[src/core/bfl_consts.svh]
// Timing, setting range and default constants of the breaker failure logic
`ifndef BFL_CONSTS_SVH
`define BFL_CONSTS_SVH

// ****************************************************************
// Clock and millisecond tick
// ****************************************************************
`define BFL_CLK_MHZ            200
`define BFL_TICK_MS            1
`define BFL_TICK_CYCLES        (`BFL_TICK_MS * `BFL_CLK_MHZ * 1000)

// ****************************************************************
// Setting ranges and defaults, delays and pulse in milliseconds
// ****************************************************************
`define BFL_BACKUP_MIN_MS      16'h0064
`define BFL_BACKUP_MAX_MS      16'hea60
`define BFL_BACKUP_DEF_MS      16'h03e8
`define BFL_RETRIP_MAX_MS      16'h03e8
`define BFL_RETRIP_DEF_MS      16'h0064
`define BFL_PULSE_MAX_MS       16'hea60
`define BFL_PULSE_DEF_MS       16'h0064
`define BFL_RETRIP_EN_DEF      1'h0

// ****************************************************************
// Synchroniser reset value
// ****************************************************************
`define BFL_SYNC_RST           14'h0000

`endif

[src/core/bfl_pkg.sv]
// Types shared by the breaker failure logic
package bfl_pkg;

  // Operation setting
  typedef enum logic [1:0] {
    BFL_OP_OFF,
    BFL_OP_CURRENT,
    BFL_OP_CONTACT,
    BFL_OP_CURRENT_CONTACT
  } bfl_op_t;

  // Start inputs, from other protection functions
  typedef struct packed {
    logic       general_start_in;
    logic       phase3_start_in;
    logic       phase2_start_in;
    logic       phase1_start_in;
    logic       residual_start_in;
  } bfl_start_t;

  // Current threshold flags and breaker status
  typedef struct packed {
    logic [2:0] phase_overcurrent_flag;   // [0] phase 1 .. [2] phase 3
    logic       residual_overcurrent_flag;
    logic       breaker_closed_in;
    logic [2:0] phase_breaker_closed_in;  // [0] phase 1 .. [2] phase 3
  } bfl_cond_t;

  // Settings
  typedef struct packed {
    bfl_op_t     op;
    logic        single_pole_variant;
    logic        retrip_en;
    logic [15:0] backup_delay_ms;
    logic [15:0] retrip_delay_ms;
    logic [15:0] pulse_ms;
  } bfl_cfg_t;

endpackage

[src/core/bfl_core.sv]
// Breaker failure decision logic: start timers, supervision and trip outputs
`timescale 1ns/1ps
`default_nettype none
`include "bfl_consts.svh"

// Overview of operation
// - Start edge launches backup and retrip timers per phase
// - Supervise current, contact or both while running
// - Current mode uses only overcurrent flags
// - Contact mode uses common or per-phase breaker input
// - Combined mode idles only when all faultless
// - Operation Off gives no trip outputs
// - Backup trip when delay ends and fault persists
// - Trip outputs last at least pulse duration
// - Single-pole retrip per phase when enabled
// - Blocking input inhibits the whole function
// - Per-phase overcurrent flags for three phases
// - Residual flag qualified by residual start input
// - Backup delay 100 to 60000 ms, default 1000
// - Retrip delay 0 to 1000 ms, default 100
// - Pulse duration 0 to 60000 ms

module bfl_core #(
  parameter int unsigned TICK_CYCLES = `BFL_TICK_CYCLES
) (
  input  wire logic              CORE_CLK,        // 200 MHz core clock
  input  wire logic              RESETN,          // Asynchronous reset, active low
  input  wire logic              SYNC_CLR,        // Synchronous clear of timers and trips
  input  wire logic              BLOCK_IN,        // Dynamic blocking, active high
  input  wire bfl_pkg::bfl_start_t START_IN,      // Start inputs
  input  wire bfl_pkg::bfl_cond_t  COND_IN,       // Current flags and breaker status
  input  wire logic              CFG_DEFAULTS,    // Use default settings instead of CFG_IN
  input  wire bfl_pkg::bfl_cfg_t CFG_IN,          // Settings
  output logic                   BACKUP_TRIP_OUT, // Backup trip command
  output logic [2:0]             RETRIP_OUT,      // Phase 3..1 retrip commands
  output logic                   ACTIVE_OUT,      // Some backup timer running
  output logic                   ENABLED_OUT      // Function on and not blocked
);

  // ****************************************************************
  // Input synchronisers
  // ****************************************************************
  // Starts, flags and block arrive from foreign logic; two flops each.
  // Every synchronised level resets low, so no false start edge and no
  // phantom block appear right after reset.
  // The cost is two cycles of latency on every start and every flag.
  localparam int unsigned NSYNC = 14;

  logic [NSYNC-1:0] sync_raw;
  logic [NSYNC-1:0] sync1_r;
  logic [NSYNC-1:0] sync2_r;

  assign sync_raw = {BLOCK_IN, START_IN, COND_IN};

  generate
    for (genvar k = 0; k < NSYNC; k++) begin : g_sync
      always_ff @(posedge CORE_CLK or negedge RESETN) begin
        if (!RESETN) begin
          sync1_r[k] <= 1'h0;
          sync2_r[k] <= 1'h0;
        end else begin
          sync1_r[k] <= sync_raw[k];
          sync2_r[k] <= sync1_r[k];
        end
      end
    end
  endgenerate

  logic               blk;
  bfl_pkg::bfl_start_t st;
  bfl_pkg::bfl_cond_t  cond;

  assign blk  = sync2_r[13];
  assign st   = bfl_pkg::bfl_start_t'(sync2_r[12:8]);
  assign cond = bfl_pkg::bfl_cond_t'(sync2_r[7:0]);

  // ****************************************************************
  // Settings: defaults, range limits
  // ****************************************************************
  bfl_pkg::bfl_cfg_t cfg_sel;
  bfl_pkg::bfl_cfg_t cfg_r;
  bfl_pkg::bfl_cfg_t cfg_nxt;

  always_comb begin
    cfg_sel = CFG_IN;
    if (CFG_DEFAULTS) begin
      cfg_sel.op              = bfl_pkg::BFL_OP_OFF;
      cfg_sel.retrip_en       = `BFL_RETRIP_EN_DEF;
      cfg_sel.backup_delay_ms = `BFL_BACKUP_DEF_MS;
      cfg_sel.retrip_delay_ms = `BFL_RETRIP_DEF_MS;
      cfg_sel.pulse_ms        = `BFL_PULSE_DEF_MS;
    end
  end

  // Out-of-range settings saturate rather than wrap, so a bad value
  // never turns a long delay into a short one.
  always_comb begin
    cfg_nxt = cfg_sel;
    if (cfg_sel.backup_delay_ms < `BFL_BACKUP_MIN_MS) begin
      cfg_nxt.backup_delay_ms = `BFL_BACKUP_MIN_MS;
    end else if (cfg_sel.backup_delay_ms > `BFL_BACKUP_MAX_MS) begin
      cfg_nxt.backup_delay_ms = `BFL_BACKUP_MAX_MS;
    end
    if (cfg_sel.retrip_delay_ms > `BFL_RETRIP_MAX_MS) begin
      cfg_nxt.retrip_delay_ms = `BFL_RETRIP_MAX_MS;
    end
    if (cfg_sel.pulse_ms > `BFL_PULSE_MAX_MS) begin
      cfg_nxt.pulse_ms = `BFL_PULSE_MAX_MS;
    end
  end

  always_ff @(posedge CORE_CLK or negedge RESETN) begin
    if (!RESETN) begin
      cfg_r.op                  <= bfl_pkg::BFL_OP_OFF;
      cfg_r.single_pole_variant <= 1'h0;
      cfg_r.retrip_en           <= `BFL_RETRIP_EN_DEF;
      cfg_r.backup_delay_ms     <= `BFL_BACKUP_DEF_MS;
      cfg_r.retrip_delay_ms     <= `BFL_RETRIP_DEF_MS;
      cfg_r.pulse_ms            <= `BFL_PULSE_DEF_MS;
    end else begin
      cfg_r <= cfg_nxt;
    end
  end

  // ****************************************************************
  // Operation decode
  // ****************************************************************
  // Settings are registered once; they are meant to change only while
  // every timer is idle, so no synchroniser is spent on them.
  logic op_off;
  logic use_cur;
  logic use_cnt;
  logic sp;
  logic clr;

  always_comb begin
    op_off  = 1'h0;
    use_cur = 1'h0;
    use_cnt = 1'h0;
    unique case (cfg_r.op)
      bfl_pkg::BFL_OP_OFF:             op_off  = 1'h1;
      bfl_pkg::BFL_OP_CURRENT:         use_cur = 1'h1;
      bfl_pkg::BFL_OP_CONTACT:         use_cnt = 1'h1;
      bfl_pkg::BFL_OP_CURRENT_CONTACT: begin
        use_cur = 1'h1;
        use_cnt = 1'h1;
      end
    endcase
  end

  assign sp  = cfg_r.single_pole_variant;
  // Block, Off and the synchronous clear all abort every timer and
  // drop any trip at once; blocking wins over a running pulse.
  assign clr = SYNC_CLR || blk || op_off;

  // ****************************************************************
  // Millisecond tick
  // ****************************************************************
  // The prescaler runs free and restarts only on the synchronous clear,
  // so the first millisecond of any delay may be partial: a delay of
  // D ms really lasts between D-1 and D ms.
  logic tick;

  bfl_tick #(
    .CYCLES (TICK_CYCLES)
  ) u_tick (
    .clk   (CORE_CLK),
    .rst_n (RESETN),
    .clr   (SYNC_CLR),
    .tick  (tick)
  );

  // ****************************************************************
  // Fault conditions
  // ****************************************************************
  // A fault persists while any supervised quantity is still faulty, so
  // the combined mode resets only when current is low and breaker open.
  logic       res_fault;
  logic [2:0] ph_fault;
  logic       com_fault;
  logic [2:0] ph_start;
  logic       com_start;

  assign res_fault = cond.residual_overcurrent_flag && st.residual_start_in;

  generate
    for (genvar p = 0; p < 3; p++) begin : g_fault
      assign ph_fault[p] =
        (use_cur && (cond.phase_overcurrent_flag[p] || res_fault)) ||
        (use_cnt && cond.phase_breaker_closed_in[p]);
    end
  endgenerate

  assign com_fault =
    (use_cur && ((|cond.phase_overcurrent_flag) || res_fault)) ||
    (use_cnt && cond.breaker_closed_in);

  // In the single-pole variant the general start starts all phases.
  assign ph_start = sp ? ({st.phase3_start_in, st.phase2_start_in,
                           st.phase1_start_in} | {3{st.general_start_in}})
                       : 3'h0;
  assign com_start = !sp && st.general_start_in;

  // ****************************************************************
  // Timers
  // ****************************************************************
  // Per-phase timers serve the single-pole variant, the common timer the
  // common-phase variant; the unused set never sees a start edge.
  logic [2:0] bu_run;
  logic [2:0] bu_trip;
  logic [2:0] rt_trip;
  logic       com_run;
  logic       com_trip;

  generate
    for (genvar p = 0; p < 3; p++) begin : g_phase
      bfl_chan u_backup (
        .clk     (CORE_CLK),
        .rst_n   (RESETN),
        .clr     (clr),
        .tick    (tick),
        .start   (ph_start[p]),
        .delay   (cfg_r.backup_delay_ms),
        .pulse   (cfg_r.pulse_ms),
        .fault   (ph_fault[p]),
        .running (bu_run[p]),
        .trip_r  (bu_trip[p])
      );

      // Retrip fires only where this phase's backup timer still runs.
      bfl_chan u_retrip (
        .clk     (CORE_CLK),
        .rst_n   (RESETN),
        .clr     (clr || !cfg_r.retrip_en),
        .tick    (tick),
        .start   (ph_start[p]),
        .delay   (cfg_r.retrip_delay_ms),
        .pulse   (cfg_r.pulse_ms),
        .fault   (bu_run[p] && cfg_r.retrip_en),
        .running (),
        .trip_r  (rt_trip[p])
      );
    end
  endgenerate

  bfl_chan u_common (
    .clk     (CORE_CLK),
    .rst_n   (RESETN),
    .clr     (clr),
    .tick    (tick),
    .start   (com_start),
    .delay   (cfg_r.backup_delay_ms),
    .pulse   (cfg_r.pulse_ms),
    .fault   (com_fault),
    .running (com_run),
    .trip_r  (com_trip)
  );

  // ****************************************************************
  // Outputs
  // ****************************************************************
  always_ff @(posedge CORE_CLK or negedge RESETN) begin
    if (!RESETN) begin
      BACKUP_TRIP_OUT <= 1'h0;
    end else if (clr) begin
      BACKUP_TRIP_OUT <= 1'h0;
    end else begin
      BACKUP_TRIP_OUT <= com_trip || (|bu_trip);
    end
  end

  always_ff @(posedge CORE_CLK or negedge RESETN) begin
    if (!RESETN) begin
      RETRIP_OUT <= 3'h0;
    end else if (clr || !sp) begin
      RETRIP_OUT <= 3'h0;
    end else begin
      RETRIP_OUT <= rt_trip;
    end
  end

  // ****************************************************************
  // Status
  // ****************************************************************
  // Active shows only the backup timers; a pulse in hold does not count.
  always_ff @(posedge CORE_CLK or negedge RESETN) begin
    if (!RESETN) begin
      ACTIVE_OUT <= 1'h0;
    end else begin
      ACTIVE_OUT <= com_run || (|bu_run);
    end
  end

  always_ff @(posedge CORE_CLK or negedge RESETN) begin
    if (!RESETN) begin
      ENABLED_OUT <= 1'h0;
    end else begin
      ENABLED_OUT <= !op_off && !blk;
    end
  end

endmodule

`default_nettype wire

[src/core/bfl_tick.sv]
// Millisecond tick prescaler for the breaker failure logic
`timescale 1ns/1ps
`default_nettype none

module bfl_tick #(
  parameter int unsigned CYCLES = 200000
) (
  input  wire logic clk,     // Core clock
  input  wire logic rst_n,   // Asynchronous reset, active low
  input  wire logic clr,     // Restart the millisecond period
  output logic      tick     // One-cycle pulse per millisecond
);

  localparam logic [17:0] LAST = 18'(CYCLES - 1);

  logic [17:0] cnt_r;

  always_ff @(posedge clk or negedge rst_n) begin
    if (!rst_n) begin
      cnt_r <= 18'h00000;
    end else if (clr || cnt_r == LAST) begin
      cnt_r <= 18'h00000;
    end else begin
      cnt_r <= cnt_r + 18'h00001;
    end
  end

  assign tick = (cnt_r == LAST) && !clr;

endmodule

`default_nettype wire

[src/core/bfl_chan.sv]
// One delay timer with its minimum-length trip pulse
`timescale 1ns/1ps
`default_nettype none

module bfl_chan (
  input  wire logic        clk,      // Core clock
  input  wire logic        rst_n,    // Asynchronous reset, active low
  input  wire logic        clr,      // Abort timer and drop trip
  input  wire logic        tick,     // Millisecond tick
  input  wire logic        start,    // Start level, edge launches timer
  input  wire logic [15:0] delay,    // Delay in ms
  input  wire logic [15:0] pulse,    // Least trip length in ms
  input  wire logic        fault,    // Trip wanted at expiry
  output logic             running,  // Timer counting
  output logic             trip_r    // Trip pulse
);

  typedef enum logic [1:0] {S_IDLE, S_RUN, S_HOLD} bfl_chan_st_t;

  bfl_chan_st_t st_r;
  logic [15:0]  cnt_r;
  logic         start_d_r;

  wire rise = start && !start_d_r;

  always_ff @(posedge clk or negedge rst_n) begin
    if (!rst_n) begin
      start_d_r <= 1'h0;
    end else begin
      start_d_r <= start;
    end
  end

  always_ff @(posedge clk or negedge rst_n) begin
    if (!rst_n) begin
      st_r   <= S_IDLE;
      cnt_r  <= 16'h0000;
      trip_r <= 1'h0;
    end else if (clr) begin
      st_r   <= S_IDLE;
      cnt_r  <= 16'h0000;
      trip_r <= 1'h0;
    end else begin
      unique case (st_r)
        S_IDLE: begin
          if (rise) begin
            st_r  <= S_RUN;
            cnt_r <= 16'h0000;
          end
        end
        S_RUN: begin
          if (!start) begin
            st_r <= S_IDLE;
          end else if (cnt_r >= delay) begin
            cnt_r <= 16'h0000;
            if (fault) begin
              st_r   <= S_HOLD;
              trip_r <= 1'h1;
            end else begin
              st_r <= S_IDLE;
            end
          end else if (tick) begin
            cnt_r <= cnt_r + 16'h0001;
          end
        end
        S_HOLD: begin
          // Held for the pulse time, then as long as the fault stays started
          if (cnt_r >= pulse && !(start && fault)) begin
            st_r   <= S_IDLE;
            trip_r <= 1'h0;
          end else if (tick && cnt_r != 16'hffff) begin
            cnt_r <= cnt_r + 16'h0001;
          end
        end
      endcase
    end
  end

  assign running = (st_r == S_RUN);

endmodule

`default_nettype wire

[config.mk]
export PLATFORM = sky130hd
export DESIGN_NAME = bfl_core
export DESIGN_NICKNAME = d
export VERILOG_FILES = /design/src/core/bfl_pkg.sv /design/src/core/bfl_core.sv /design/src/core/bfl_tick.sv /design/src/core/bfl_chan.sv
export VERILOG_INCLUDE_DIRS = /design/src /design/src/core
export SDC_FILE = /design/constraint.sdc
export NUM_CORES = 1
export LEC_CHECK = 0
export BUFFER_PORTS_ARGS = -buffer_cell sky130_fd_sc_hd__buf_2
export CAP_MARGIN = 10
export CORE_ASPECT_RATIO = 1.25
export CORE_MARGIN = 1.5
export CORE_UTILIZATION = 50
export DETAILED_ROUTE_END_ITERATION = 6
export GPL_TIMING_DRIVEN = 0
export PLACE_DENSITY = 0.67
export SLEW_MARGIN = 5
export SYNTH_ARGS = -nofsm -noshare
export SYNTH_HDL_FRONTEND = slang
export SYNTH_SLANG_ARGS = --single-unit
[constraint.sdc]
create_clock -name CORE_CLK -period 5.9 [get_ports CORE_CLK]
set_clock_uncertainty 0.15 [all_clocks]
set_input_delay 0.59 -clock CORE_CLK [delete_from_list [all_inputs] [get_ports CORE_CLK]]
set_output_delay 0.59 -clock CORE_CLK [all_outputs]
set_load 0.05 [all_outputs]
==> results of run 1 <==
==> per-layer routing <==
layer / GRT usage / routed length [um] / vias to the layer above / share of wire
li1: - / - / 6939 / -
met5: 0 / 0 / - / 0
met4: 0.1676 / 2850 / 0 / 0.060
met1: 0.3213 / 19180 / 7029 / 0.40
met2: 0.5086 / 23710 / 343 / 0.50
met3: 0.03718 / 1957 / 145 / 0.041
==> metrics by stage <==
step	power, mW	setup WS (ps)
final	3.967	1500
after detailed placement	2.047	1533
after CTS	4.000	1493
after floorplan	1.890	2657
after global routing	4.099	1224
after global placement	2.030	-299.3
==> synthesized netlist by cell type (5+ instances only) <==
cell / count / share of area
sky130_fd_sc_hd__dfstp_2: 12 / 0.019
sky130_fd_sc_hd__clkbuf_1: 24 / 0.0054
sky130_fd_sc_hd__a221oi_1: 6 / 0.0032
sky130_fd_sc_hd__xor2_1: 9 / 0.0047
sky130_fd_sc_hd__a31oi_1: 17 / 0.0064
sky130_fd_sc_hd__nor4_1: 11 / 0.0041
sky130_fd_sc_hd__a21o_1: 22 / 0.0099
sky130_fd_sc_hd__o31ai_1: 30 / 0.014
sky130_fd_sc_hd__o41ai_1: 5 / 0.0026
sky130_fd_sc_hd__a2111oi_0: 7 / 0.0037
sky130_fd_sc_hd__or2_2: 18 / 0.0068
sky130_fd_sc_hd__nand4_1: 39 / 0.015
sky130_fd_sc_hd__nor2_1: 155 / 0.035
sky130_fd_sc_hd__and3_1: 63 / 0.024
sky130_fd_sc_hd__or3_1: 33 / 0.012
sky130_fd_sc_hd__and4_1: 11 / 0.0058
sky130_fd_sc_hd__a221o_1: 38 / 0.023
sky130_fd_sc_hd__nor2b_1: 30 / 0.011
sky130_fd_sc_hd__o21ai_1: 7 / 0.0021
sky130_fd_sc_hd__dfrtp_1: 229 / 0.34
sky130_fd_sc_hd__o211ai_1: 5 / 0.0023
sky130_fd_sc_hd__ha_1: 253 / 0.19
sky130_fd_sc_hd__nand3_1: 76 / 0.023
sky130_fd_sc_hd__o21ai_0: 142 / 0.043
sky130_fd_sc_hd__inv_1: 118 / 0.027
sky130_fd_sc_hd__or4_1: 9 / 0.0041
sky130_fd_sc_hd__a21oi_1: 106 / 0.032
sky130_fd_sc_hd__a211oi_1: 13 / 0.0059
sky130_fd_sc_hd__a211o_1: 5 / 0.0026
sky130_fd_sc_hd__nor3_1: 18 / 0.0054
sky130_fd_sc_hd__mux2_2: 6 / 0.0041
sky130_fd_sc_hd__o21a_1: 7 / 0.0032
sky130_fd_sc_hd__buf_2: 5 / 0.0015
sky130_fd_sc_hd__and2_1: 26 / 0.0098
sky130_fd_sc_hd__nand2_1: 137 / 0.031
sky130_fd_sc_hd__nand2b_1: 35 / 0.013
==> logic make-up (layout without fill, tap and decap cells) <==
| group | Yosys count | after routing | share of synthesized area |
|---|---|---|---|
| AO/OA/AOI/OAI | 463 | 463 | 0.1847 |
| other | 1 | 6 | 0.0002254 |
| flip-flops | 241 | 241 | 0.3635 |
| adder cells (fa/ha/maj) | 253 | 253 | 0.1903 |
| AND/OR/NAND/NOR | 682 | 682 | 0.2128 |
| XOR/XNOR | 13 | 13 | 0.006845 |
| multiplexers | 9 | 9 | 0.005867 |
| buffers and inverters | 152 | 296 | 0.03580 |
==> where the power goes <==
| group | internal [mW] | switching, mW | leakage, nW |
|---|---|---|---|
| clock network | 1.19 | 0.752 | 0.499 |
| logic | 0.105 | 0.216 | 5.25 |
| registers | 1.69 | 0.0175 | 3.20 |
==> cells in the final DEF (no fill, tap or decap), types with 13 or more instances in the layout <==
cell / count
sky130_fd_sc_hd__nor2b_1: 30
sky130_fd_sc_hd__a21oi_1: 106
sky130_fd_sc_hd__ha_1: 253
sky130_fd_sc_hd__a31oi_1: 17
sky130_fd_sc_hd__a221o_1: 38
sky130_fd_sc_hd__or3_1: 33
sky130_fd_sc_hd__dfrtp_1: 229
sky130_fd_sc_hd__nand2_1: 137
sky130_fd_sc_hd__dlygate4sd3_1: 16
sky130_fd_sc_hd__nand3_1: 76
sky130_fd_sc_hd__nand2b_1: 35
sky130_fd_sc_hd__clkbuf_16: 29
sky130_fd_sc_hd__nor3_1: 18
sky130_fd_sc_hd__o31ai_1: 30
sky130_fd_sc_hd__o21ai_0: 142
sky130_fd_sc_hd__nor2_1: 155
sky130_fd_sc_hd__buf_2: 79
sky130_fd_sc_hd__and3_1: 63
sky130_fd_sc_hd__inv_1: 118
sky130_fd_sc_hd__or2_2: 18
sky130_fd_sc_hd__and2_1: 26
sky130_fd_sc_hd__nand4_1: 39
sky130_fd_sc_hd__a21o_1: 22
sky130_fd_sc_hd__clkbuf_1: 27
sky130_fd_sc_hd__a211oi_1: 13
==> flip-flops by register name (all words and copies together), names as in the netlist, 3 cells and up <==
signal and cells:
g_phase.u_backup.cnt_r 48, g_phase.u_backup.st_r 6, sync1_r 14, u_tick.cnt_r 18, g_phase.u_retrip.trip_r 3, u_common.cnt_r 16
cond 8, RETRIP_OUT 3, g_phase.u_retrip.st_r 6, cfg_r 51, g_phase.u_retrip.cnt_r 48, st 5
g_phase.u_retrip.start_d_r 3, g_phase.u_backup.trip_r 3
==> what timing repair did <==
action,4_1_cts,5_1_grt
buffers inserted,0,0
setup endpoints to repair,0,0
hold buffers,16,0
endpoints found under the hold margin,74,0
==> worst reg2reg max path, cell delays in order (launching register included) <==
cell,delay (ps)
sky130_fd_sc_hd__dfrtp_1,360
sky130_fd_sc_hd__inv_1,540
sky130_fd_sc_hd__ha_1,270
sky130_fd_sc_hd__nand4_1,160
sky130_fd_sc_hd__nor2_1,170
sky130_fd_sc_hd__or4b_2,720
sky130_fd_sc_hd__a311oi_1,270
sky130_fd_sc_hd__nor2_1,80
sky130_fd_sc_hd__a21oi_1,670
sky130_fd_sc_hd__or2_1,200
sky130_fd_sc_hd__clkbuf_1,270
sky130_fd_sc_hd__buf_2,300
sky130_fd_sc_hd__o21ai_0,130
==> layout make-up <==
| cell class | instances | area (um2) |
|---|---|---|
| fill | 2833 | 13890 |
| multi-input combinational | 1426 | 10010 |
| sequential | 241 | 6046 |
| clock buffer | 34 | 764.5 |
| timing repair buffer | 93 | 600.6 |
| tap | 418 | 523.0 |
| inverter | 119 | 446.7 |
| clock inverter | 17 | 257.7 |
| buffer | 33 | 148.9 |
==> worst max-delay path by stage <==
stage,slack [ps],cells past startpoint,startpoint,to
finish,1500,12,cfg_r[13],g_phase[2].u_backup.cnt_r[2]
global route,1220,12,cfg_r[14],g_phase[2].u_backup.cnt_r[7]
floorplan,2660,11,cfg_r[41],u_common.cnt_r[11]
detailed placement,1530,12,cfg_r[13],g_phase[2].u_backup.cnt_r[2]
CTS,1490,12,cfg_r[13],g_phase[2].u_backup.cnt_r[9]
global placement,-300,1,RESETN,sync1_r[9]
==> Implementation_results.wiki, run 1 <==
{| class="wikitable"
! Metric !! Value
|-
| Library cell used as clock root buffer || sky130_fd_sc_hd__clkbuf_16
|-
| CTS Sinks || 241
|-
| Result of the run || finished, final reports clean
|-
| Max Transition Viols Final || 0
|-
| Instance count of the mapped netlist || 1814
|-
| Final ANT Viol Nets || 0
|-
| Arr. time, crit path || 4690 ps
|-
| Number of global-route vias before repair || 14695
|-
| Length of the first detailed-routing pass in iterations || 6
|-
| Main synth FF type || sky130_fd_sc_hd__dfrtp_1
|-
| Final Net Count || 2265
|-
| Post-Layout Cell Count || 2381
|-
| Global-route wire length before repair || 76560 um
|-
| Reg-to-reg setup timing slack || 1500 ps
|-
| Number of synthesized flops with an enable pin || 0
|-
| Category of cells accounting for the largest share of critical-path delay || simple AND/OR/NAND/NOR gates
|-
| Maximum clock rate || 227.3 MHz
|-
| Row cnt || 74
|-
| Sequential area share after synthesis || 0.3635
|-
| Unrepaired setup endpoints after global routing || no
|-
| Post-Synthesis Cell Area || 0.01663 mm2
|-
| Origin of the critical flop-to-flop path || cfg_r[13]
|-
| Post-layout util || 0.5751
|-
| Hold path depth || 2
|-
| Remaining max-slew budget at the tightest pin || 0.2584
|-
| Tot GR Track Use || 0.2821
|-
| Count of pins on the block boundary || 76
|-
| Post-detailed-route via-to-cell ratio || 6.071
|-
| Die height || 206.9 um
|-
| PostCTS Resize Cnt || 0
|-
| Synth async-reset ratio || 1.000
|-
| Worst hold slack across all endpoints || 69.09 ps
|-
| Yosys warns || 0
|-
| Count of unique library cells instantiated by Yosys || 84
|-
| Number of design-rule violations left by the first detailed-router iteration || 922
|-
| Area growth from synthesis to layout || 13.01%
|-
| Layout cells sized above 1 || 0.09730
|-
| Tmin final || 4400 ps
|-
| Power density normalized to cell area || 211.0 mW/mm2
|-
| Clock-pin slew of the registers on the worst-case setup and hold paths || 60 ps
|-
| Level count of the clock H-tree || 1
|-
| Cell area after placement || 0.01762 mm2
|-
| Part of the cycle the worst path needs || 0.7458
|-
| Clock network latency to the later pin of the worst-skew pair || 570 ps
|-
| Average footprint of a synthesized cell || 9.169 um2
|-
| Final Hold Fails || 0
|-
| End of the worst register-to-register path || g_phase[2].u_backup.cnt_r[2]
|-
| Final routed wirelength across all metal layers || 47700 um
|-
| List of cells traversed by the critical path || inv_1 > ha_1 > nand4_1 > nor2_1 > or4b_2 > a311oi_1 > nor2_1 > a21oi_1 > or2_1 > clkbuf_1 > buf_2 > o21ai_0
|-
| Antenna cell count || 0
|-
| Initial core utilization || 0.5089
|-
| Crit end category || flop
|-
| Critical Path RT || 6190 ps
|-
| Max IR drop VDD || 0.0002391 V
|-
| Cells after DPL || 2314
|-
| Flops & latches, synth || 241
|-
| Grt ovf || 0
|-
| Cell type with the highest occurrence count on the critical path || sky130_fd_sc_hd__nor2_1
|-
| Critical path buffers and inverters || 3
|-
| Final design area excluding fillers || 0.01880 mm2
|-
| Count of vias placed by the detailed router || 14456
|-
| Cell type of the slowest stage on the worst timing path || sky130_fd_sc_hd__or4b_2
|-
| TritonCTS clock tree || built
|-
| Pin slew with the least headroom to its limit || 1104 ps
|-
| Estimated wirelength of the detail-placed design || 35080 um
|-
| Type of origin of the critical path || flop
|-
| Std-Cell Core Area || 0.03268 mm2
|-
| Crit path largest cell delay || 720 ps
|-
| Routability-driven placement congestion ratio || 0.9326
|-
| Initial antenna violation count || 0
|-
| Hold path endpoint || cfg_r[15]
|-
| Min-delay worst type || in2reg
|-
| Wire length per cell after detailed routing || 20.03 um
|-
| Cell count of the worst reg-to-reg path || 12
|-
| Horizontal die dimension || 166.1 um
|-
| Hold path startpoint || CFG_DEFAULTS
|-
| Buffer levels on the longest clock path || 3
|-
| Maximum number of pins on one net before global-route repair || 97
|-
| Setup-violating endpoint count in the final report || 0
|-
| Die area || 0.03438 mm2
|-
| Static Leak || 8.945 nW
|-
| Worst Setup Path Type || reg2reg
|-
| Inserted Clock Buffers || 28
|-
| Number of remaining DRC errors || 0
|-
| Max_cap viols || 0
|-
| Largest fanout of any net on the critical path || 10
|-
| Sum Neg Setup Slack || 0 ps
|-
| Quantity of I/O buffers inserted on ports || 75
|}
(Power assumes the default switching activity.)
==> run 2, diff against run 1 <==
==> constraint.sdc (replaced) <==
create_clock -name CORE_CLK -period 4.4 [get_ports CORE_CLK]
set_clock_uncertainty 0.15 [all_clocks]
set_input_delay 0.44 -clock CORE_CLK [delete_from_list [all_inputs] [get_ports CORE_CLK]]
set_output_delay 0.44 -clock CORE_CLK [all_outputs]
set_load 0.05 [all_outputs]
==> run 2 against run 1 <==
Combinational power rose by 44%. First-iteration DRC count decreased by 2.5%. Critical path type unchanged. Largest cell class unchanged. Hold slack got worse by 39 ps. Sequential cell count unchanged. Via count increased by 1.8%. Highest routed layer unchanged. Maximum frequency up 2.3%.
==> Implementation_results.wiki, run 2 (synthesis gave the netlist of run 1 again) <==
{| class="wikitable"
! Metric !! Value
|-
| Result of the run || finished, final reports clean
|-
| Level count of the clock H-tree || 1 (unchanged)
|-
| Tot GR Track Use || 0.2884 (+0.006269)
|-
| Number of design-rule violations left by the first detailed-router iteration || 899 (-2.5%)
|-
| Remaining max-slew budget at the tightest pin || 0.2679 (+0.009507)
|-
| Std-Cell Core Area || 0.03268 mm2 (unchanged)
|-
| Type of origin of the critical path || flop
|-
| Most common cell after layout, fill and taps aside || sky130_fd_sc_hd__ha_1
|-
| Tmin final || 4302 ps (-97.77 ps)
|-
| Inserted Clock Buffers || 28 (unchanged)
|-
| Global-route wire length before repair || 78180 um (+2.1%)
|-
| Routability-driven placement congestion ratio || 0.9326 (unchanged)
|-
| Final ANT Viol Nets || 0 (unchanged)
|-
| Largest registers in the final layout || cfg_r (51), g_phase.u_backup.cnt_r (48), g_phase.u_retrip.cnt_r (48)
|-
| Initial antenna violation count || 0 (unchanged)
|-
| Setup-violating endpoint count in the final report || 0 (unchanged)
|-
| Overall power || 5.350 mW (+35%)
|-
| Max FFs per register || 51 (unchanged)
|-
| Number of global-route vias before repair || 15034 (+2.3%)
|-
| Final Net Count || 2308 (+1.9%)
|-
| TritonCTS clock tree || built
|-
| Setup WS post-layout || 97.55 ps (-1402 ps)
|-
| Critical Path RT || 4730 ps (-1460 ps)
|-
| Antenna cell count || 0 (unchanged)
|-
| Length of the first detailed-routing pass in iterations || 5 (-1)
|-
| Final design area excluding fillers || 0.01923 mm2 (+2.3%)
|-
| Register name with the most flops || cfg_r
|-
| Top Usage Layer GRT || met2
|-
| Met3 GRT Util || 0.04080 (+0.003622)
|-
| Global Route met2 Usage || 0.5219 (+0.01324)
|-
| Reg-to-reg setup timing slack || 100 ps (-1400 ps)
|-
| Pin slew with the least headroom to its limit || 1088 ps (-15.80 ps)
|-
| Library cell used as clock root buffer || sky130_fd_sc_hd__clkbuf_16
|-
| Maximum clock rate || 232.4 MHz (+2.3%)
|-
| Post-detailed-route via-to-cell ratio || 6.073 (about the same)
|-
| Min-delay worst type || in2reg
|-
| Largest fanout of any net on the critical path || 10 (unchanged)
|-
| Count of pins on the block boundary || 76 (unchanged)
|-
| Max_cap viols || 0 (unchanged)
|-
| Wire length per cell after detailed routing || 20.07 um (+0.21%)
|-
| Crit end category || flop
|-
| Clock network latency to the later pin of the worst-skew pair || 570 ps (about the same)
|-
| Estimated wirelength of the detail-placed design || 35080 um (unchanged)
|-
| Cell area after placement || 0.01762 mm2 (unchanged)
|-
| Die area || 0.03438 mm2 (unchanged)
|-
| Max IR drop VDD || 0.0003181 V (+33%)
|-
| Met1 routing resource usage after global routing || 0.3246 (+0.003311)
|-
| Worst Setup Path Type || reg2reg
|-
| Initial core utilization || 0.5089 (unchanged)
|-
| Row cnt || 74 (unchanged)
|-
| Layout cells sized above 1 || 0.09571 (-0.001587)
|-
| Post-layout util || 0.5884 (+0.01328)
|-
| Unrepaired setup endpoints after global routing || yes
|-
| Die height || 206.9 um (unchanged)
|-
| Arr. time, crit path || 4630 ps (-60 ps)
|-
| Most frequent cells in the layout || sky130_fd_sc_hd__ha_1 (253), sky130_fd_sc_hd__dfrtp_1 (229), sky130_fd_sc_hd__nor2_1 (155)
|-
| Part of the cycle the worst path needs || 0.9778 (+0.2320)
|-
| Cells after DPL || 2314 (unchanged)
|-
| Post-Layout Cell Count || 2424 (+1.8%)
|-
| Clock-pin slew of the registers on the worst-case setup and hold paths || 60 ps (about the same)
|-
| Area growth from synthesis to layout || 15.62%
|-
| Horizontal die dimension || 166.1 um (unchanged)
|-
| Final routed wirelength across all metal layers || 48660 um (+2.0%)
|-
| Number of remaining DRC errors || 0 (unchanged)
|-
| Final Hold Fails || 0 (unchanged)
|-
| Buffer levels on the longest clock path || 3 (unchanged)
|-
| Static Leak || 9.126 nW (+2.0%)
|-
| Placement-stage worst setup slack || 32.88 ps (-1500 ps)
|-
| Max Transition Viols Final || 0 (unchanged)
|-
| CTS Sinks || 241 (unchanged)
|-
| Power density normalized to cell area || 278.2 mW/mm2 (+32%)
|-
| Grt ovf || 0 (unchanged)
|-
| Count of vias placed by the detailed router || 14722 (+1.8%)
|-
| Quantity of I/O buffers inserted on ports || 75 (unchanged)
|-
| Maximum number of pins on one net before global-route repair || 97 (unchanged)
|}
run 2: path summary, 6_finish.rpt:
path                        startpoint                            end  cells past startpoint
setup / recovery             cfg_r[13]  g_phase[0].u_backup.cnt_r[11]                     11
hold / removal              CFG_IN[42]                      cfg_r[42]                      2
setup reg to reg             cfg_r[13]  g_phase[0].u_backup.cnt_r[11]                     11
hold reg to reg            sync1_r[13]                            blk                      0
max in group asynchronous       RESETN   g_phase[1].u_retrip.cnt_r[1]                      4
min in group asynchronous       RESETN   g_phase[2].u_backup.cnt_r[2]                      2
run 2: routing by layer:
layer  up-vias  wire, um
li1       7040         -
met2       380     24480
met5         -         0
met4         0      2943
met1      7143     18930
met3       159      2307
run 2: cell type report:
| cell class | count | area [um2] |
|---|---|---|
| well taps | 418 | 523.0 |
| flip-flops and latches | 241 | 6046 |
| clock inverters | 17 | 257.7 |
| fillers | 2763 | 13450 |
| repair buffers | 136 | 1031 |
| multi-input cells | 1426 | 10010 |
| clock buffers | 34 | 764.5 |
| plain buffers | 33 | 148.9 |
| inverters | 119 | 446.7 |
run 2: power by group:
| group | internal (mW) | switching, mW |
|---|---|---|
| logic | 0.165 | 0.298 |
| clock network | 1.59 | 1.01 |
| registers | 2.26 | 0.0237 |
| total | 4.02 | 1.33 |
run 2: timing repair:
action | in CTS | in global routing
hold buffers | 59 | 0
endpoints found under the setup margin | 3 | 2
resized for setup | 1 | 0
hold endpoints to repair | 116 | 0
setup buffers | 0 | 0
run 2: metrics by stage:
stage | setup TNS, ps | hold slack, ps
detailed placement | 0 | 184.7
global placement | -370270 | 181.4
global route | -43.07 | 6.097
finish | 0 | 29.71
CTS | 0 | 4.038
floorplan | 0 | -5.591
run 2: critical path, stage by stage (launching register included):
cell,delay (ps)
sky130_fd_sc_hd__dfrtp_1,360
sky130_fd_sc_hd__inv_1,520
sky130_fd_sc_hd__ha_1,270
sky130_fd_sc_hd__nand4_1,160
sky130_fd_sc_hd__or4_1,560
sky130_fd_sc_hd__or4_1,480
sky130_fd_sc_hd__a31oi_1,400
sky130_fd_sc_hd__and2_1,190
sky130_fd_sc_hd__o31a_1,350
sky130_fd_sc_hd__clkbuf_1,410
sky130_fd_sc_hd__o21ai_0,260
sky130_fd_sc_hd__o31ai_4,100
==> run 3, diff against run 2 <==
--- a/config.mk
+++ b/config.mk
@@ -11,6 +11,7 @@
 export CORE_ASPECT_RATIO = 1.25
 export CORE_MARGIN = 1.5
 export CORE_UTILIZATION = 50
+export CTS_BUF_LIST = sky130_fd_sc_hd__clkbuf_8
 export DETAILED_ROUTE_END_ITERATION = 6
 export GPL_TIMING_DRIVEN = 0
 export PLACE_DENSITY = 0.67
==> run 3 against run 2 <==
Wire length down 0.37%. Clock power down 16%. Setup slack better by 17 ps. First-iteration DRC count down 9.8%. Maximum frequency up 0.39%. Cell area down 0.64%. Die area unchanged. Largest power group is now registers.
==> Implementation_results.wiki, run 3 (synthesis gave the netlist of run 1 again) <==
{| class="wikitable"
! Metric !! Value
|-
| Result of the run || finished, final reports clean
|-
| Min-delay worst type || in2reg
|-
| Reg-to-reg setup timing slack || 110 ps (+20 ps)
|-
| Die height || 206.9 um (unchanged)
|-
| Part of the cycle the worst path needs || 0.9740 (-0.003803)
|-
| Std-Cell Core Area || 0.03268 mm2 (unchanged)
|-
| Static Leak || 9.149 nW (+0.25%)
|-
| Inserted Clock Buffers || 44 (+57%)
|-
| Initial antenna violation count || 0 (unchanged)
|-
| Number of design-rule violations left by the first detailed-router iteration || 811 (-9.8%)
|-
| Count of vias placed by the detailed router || 14792 (+0.48%)
|-
| Length of the first detailed-routing pass in iterations || 5 (unchanged)
|-
| Crit path largest cell delay || 560 ps (about the same)
|-
| Maximum clock rate || 233.3 MHz (+0.39%)
|-
| CTS Sinks || 241 (unchanged)
|-
| Max FFs per register || 51 (unchanged)
|-
| Library cell used as clock root buffer || sky130_fd_sc_hd__clkbuf_8
|-
| Layout cells sized above 1 || 0.1017 (+0.006007)
|-
| Type of origin of the critical path || flop
|-
| Max Transition Viols Final || 0 (unchanged)
|-
| Register name with the most flops || cfg_r
|-
| Sum Neg Setup Slack || 0 ps (unchanged)
|-
| Cell count of the worst reg-to-reg path || 11 (unchanged)
|-
| Buffer levels on the longest clock path || 3 (unchanged)
|-
| Max_cap viols || 0 (unchanged)
|-
| Post-detailed-route via-to-cell ratio || 6.030 (-0.71%)
|-
| Setup-violating endpoint count in the final report || 0 (unchanged)
|-
| Most common cell after layout, fill and taps aside || sky130_fd_sc_hd__ha_1
|-
| Remaining max-slew budget at the tightest pin || 0.2062 (-0.06169)
|-
| Initial core utilization || 0.5089 (unchanged)
|-
| Final Hold Fails || 0 (unchanged)
|-
| Final routed wirelength across all metal layers || 48480 um (-0.37%)
|-
| Hold path depth || 2 (unchanged)
|-
| Routability-driven placement congestion ratio || 0.9326 (unchanged)
|-
| Clock-pin slew of the registers on the worst-case setup and hold paths || 60 ps (about the same)
|-
| Antenna cell count || 0 (unchanged)
|-
| List of cells traversed by the critical path || inv_1 > ha_1 > nand4_1 > or4_1 > or4_1 > a31oi_1 > and2_1 > o31a_1 > clkbuf_1 > o21ai_0 > o31ai_4
|-
| Level count of the clock H-tree || 2 (+1)
|-
| Pin slew with the least headroom to its limit || 1180 ps (+91.69 ps)
|-
| Arr. time, crit path || 4630 ps (about the same)
|-
| Global-route wire length before repair || 77940 um (-0.30%)
|-
| End of the worst register-to-register path || g_phase[0].u_backup.cnt_r[11]
|-
| Most frequent cells in the layout || sky130_fd_sc_hd__ha_1 (253), sky130_fd_sc_hd__dfrtp_1 (229), sky130_fd_sc_hd__nor2_1 (155)
|-
| Grt ovf || 0 (unchanged)
|-
| Area growth from synthesis to layout || 14.89%
|-
| Final Net Count || 2326 (+0.78%)
|-
| Die area || 0.03438 mm2 (unchanged)
|-
| Tot GR Track Use || 0.2883 (about the same)
|-
| Clock network latency to the later pin of the worst-skew pair || 600 ps (+30 ps)
|-
| Worst hold slack across all endpoints || 44.87 ps (+15.16 ps)
|-
| Crit end category || flop
|-
| Critical Path RT || 4740 ps (about the same)
|-
| Estimated wirelength of the detail-placed design || 35080 um (unchanged)
|-
| Cell type with the highest occurrence count on the critical path || sky130_fd_sc_hd__or4_1
|-
| Max IR drop VDD || 0.0002358 V (-26%)
|-
| Tmin final || 4286 ps (-16.73 ps)
|-
| Quantity of I/O buffers inserted on ports || 75 (unchanged)
|-
| Setup repair bufs after CTS || 0 (unchanged)
|-
| Number of remaining DRC errors || 0 (unchanged)
|-
| Number of global-route vias before repair || 15027 (-0.047%)
|-
| Wire length per cell after detailed routing || 19.76 um (-1.6%)
|-
| Origin of the critical flop-to-flop path || cfg_r[13]
|-
| Worst Setup Path Type || reg2reg
|-
| Hold path endpoint || cfg_r[44]
|-
| Hold path startpoint || CFG_IN[44]
|-
| Cell type of the slowest stage on the worst timing path || sky130_fd_sc_hd__or4_1
|-
| Horizontal die dimension || 166.1 um (unchanged)
|-
| Count of pins on the block boundary || 76 (unchanged)
|-
| Largest fanout of any net on the critical path || 10 (unchanged)
|-
| Final ANT Viol Nets || 0 (unchanged)
|-
| Post-layout util || 0.5847 (-0.003751)
|-
| Maximum number of pins on one net before global-route repair || 97 (unchanged)
|-
| Power density normalized to cell area || 258.3 mW/mm2 (-7.2%)
|-
| Unrepaired setup endpoints after global routing || yes
|-
| TritonCTS clock tree || built
|-
| Largest registers in the final layout || cfg_r (51), g_phase.u_backup.cnt_r (48), g_phase.u_retrip.cnt_r (48)
|-
| Row cnt || 74 (unchanged)
|}
run 3: cell count changes in the layout (fill, tap and decap cells not counted), sizes merged:
cell,change
clkinv,+1
clkinvlp,-1
clkbuf,+18
dlygate4sd3,+2
bufinv,-4
inv,+13
run 3: critical path, delay by kind of cell, from the launching register on:
kind,cells,cell delay [ps]
simple gates,4,1390
buf+inv,2,940
flops,1,350
fa+ha+maj,1,270
compound gates,4,1070
run 3: through the flow:
stage                     total power, mW  cells  setup WS [ps]  area, um2
final                               4.936   2453          114.3      19110
after global routing                5.134   2453         -25.78      19110
after CTS                           4.974   2453          151.5      19110
after detailed placement            2.744   2314          32.88      17620
after global placement              2.722   2312          -1649      17550
after floorplan                     2.535   1819           1157      16650
run 3: worst max path at each step:
stage               from                            end  slack [ps]  cells after the start
6_report       cfg_r[13]  g_phase[0].u_backup.cnt_r[11]         110                     11
5_1_grt        cfg_r[14]  g_phase[0].u_backup.cnt_r[11]         -30                     11
4_1_cts        cfg_r[13]  g_phase[0].u_backup.cnt_r[11]         150                     11
3_5_place_dp   cfg_r[13]   g_phase[2].u_backup.cnt_r[2]          30                     12
3_3_place_gp      RESETN                    sync1_r[11]       -1650                      1
2_1_floorplan  cfg_r[41]              u_common.cnt_r[8]        1160                     11
run 3: metal layers:
layer | GRT usage | routed length [um]
met2 | 0.5138 | 24130
met3 | 0.04385 | 2054
met5 | 0 | 0
met4 | 0.1815 | 3073
met1 | 0.3256 | 19220
run 3: layout make-up:
type                            count  area, um2
Timing Repair Buffer              138       1051
Clock inverter                     26      163.9
Tap cell                          418      523.0
Fill cell                        2821      13570
Buffer                             33      148.9
Sequential cell                   241       6046
Multi-Input combinational cell   1426      10010
Inverter                          119      446.7
Clock buffer                       52      715.7
run 3: where the power goes:
part           total [mW]  internal, mW  switching, mW  leakage, nW
Clock                2.18          1.19          0.996        0.513
Combinational       0.464         0.166          0.298         5.44
Sequential           2.29          2.26         0.0231         3.20
run 3: timing repair:
action                                 CTS  global route
setup endpoints to repair                3             4
resized for setup                        1             0
endpoints found under the hold margin  118             0
hold buffers                            61             0
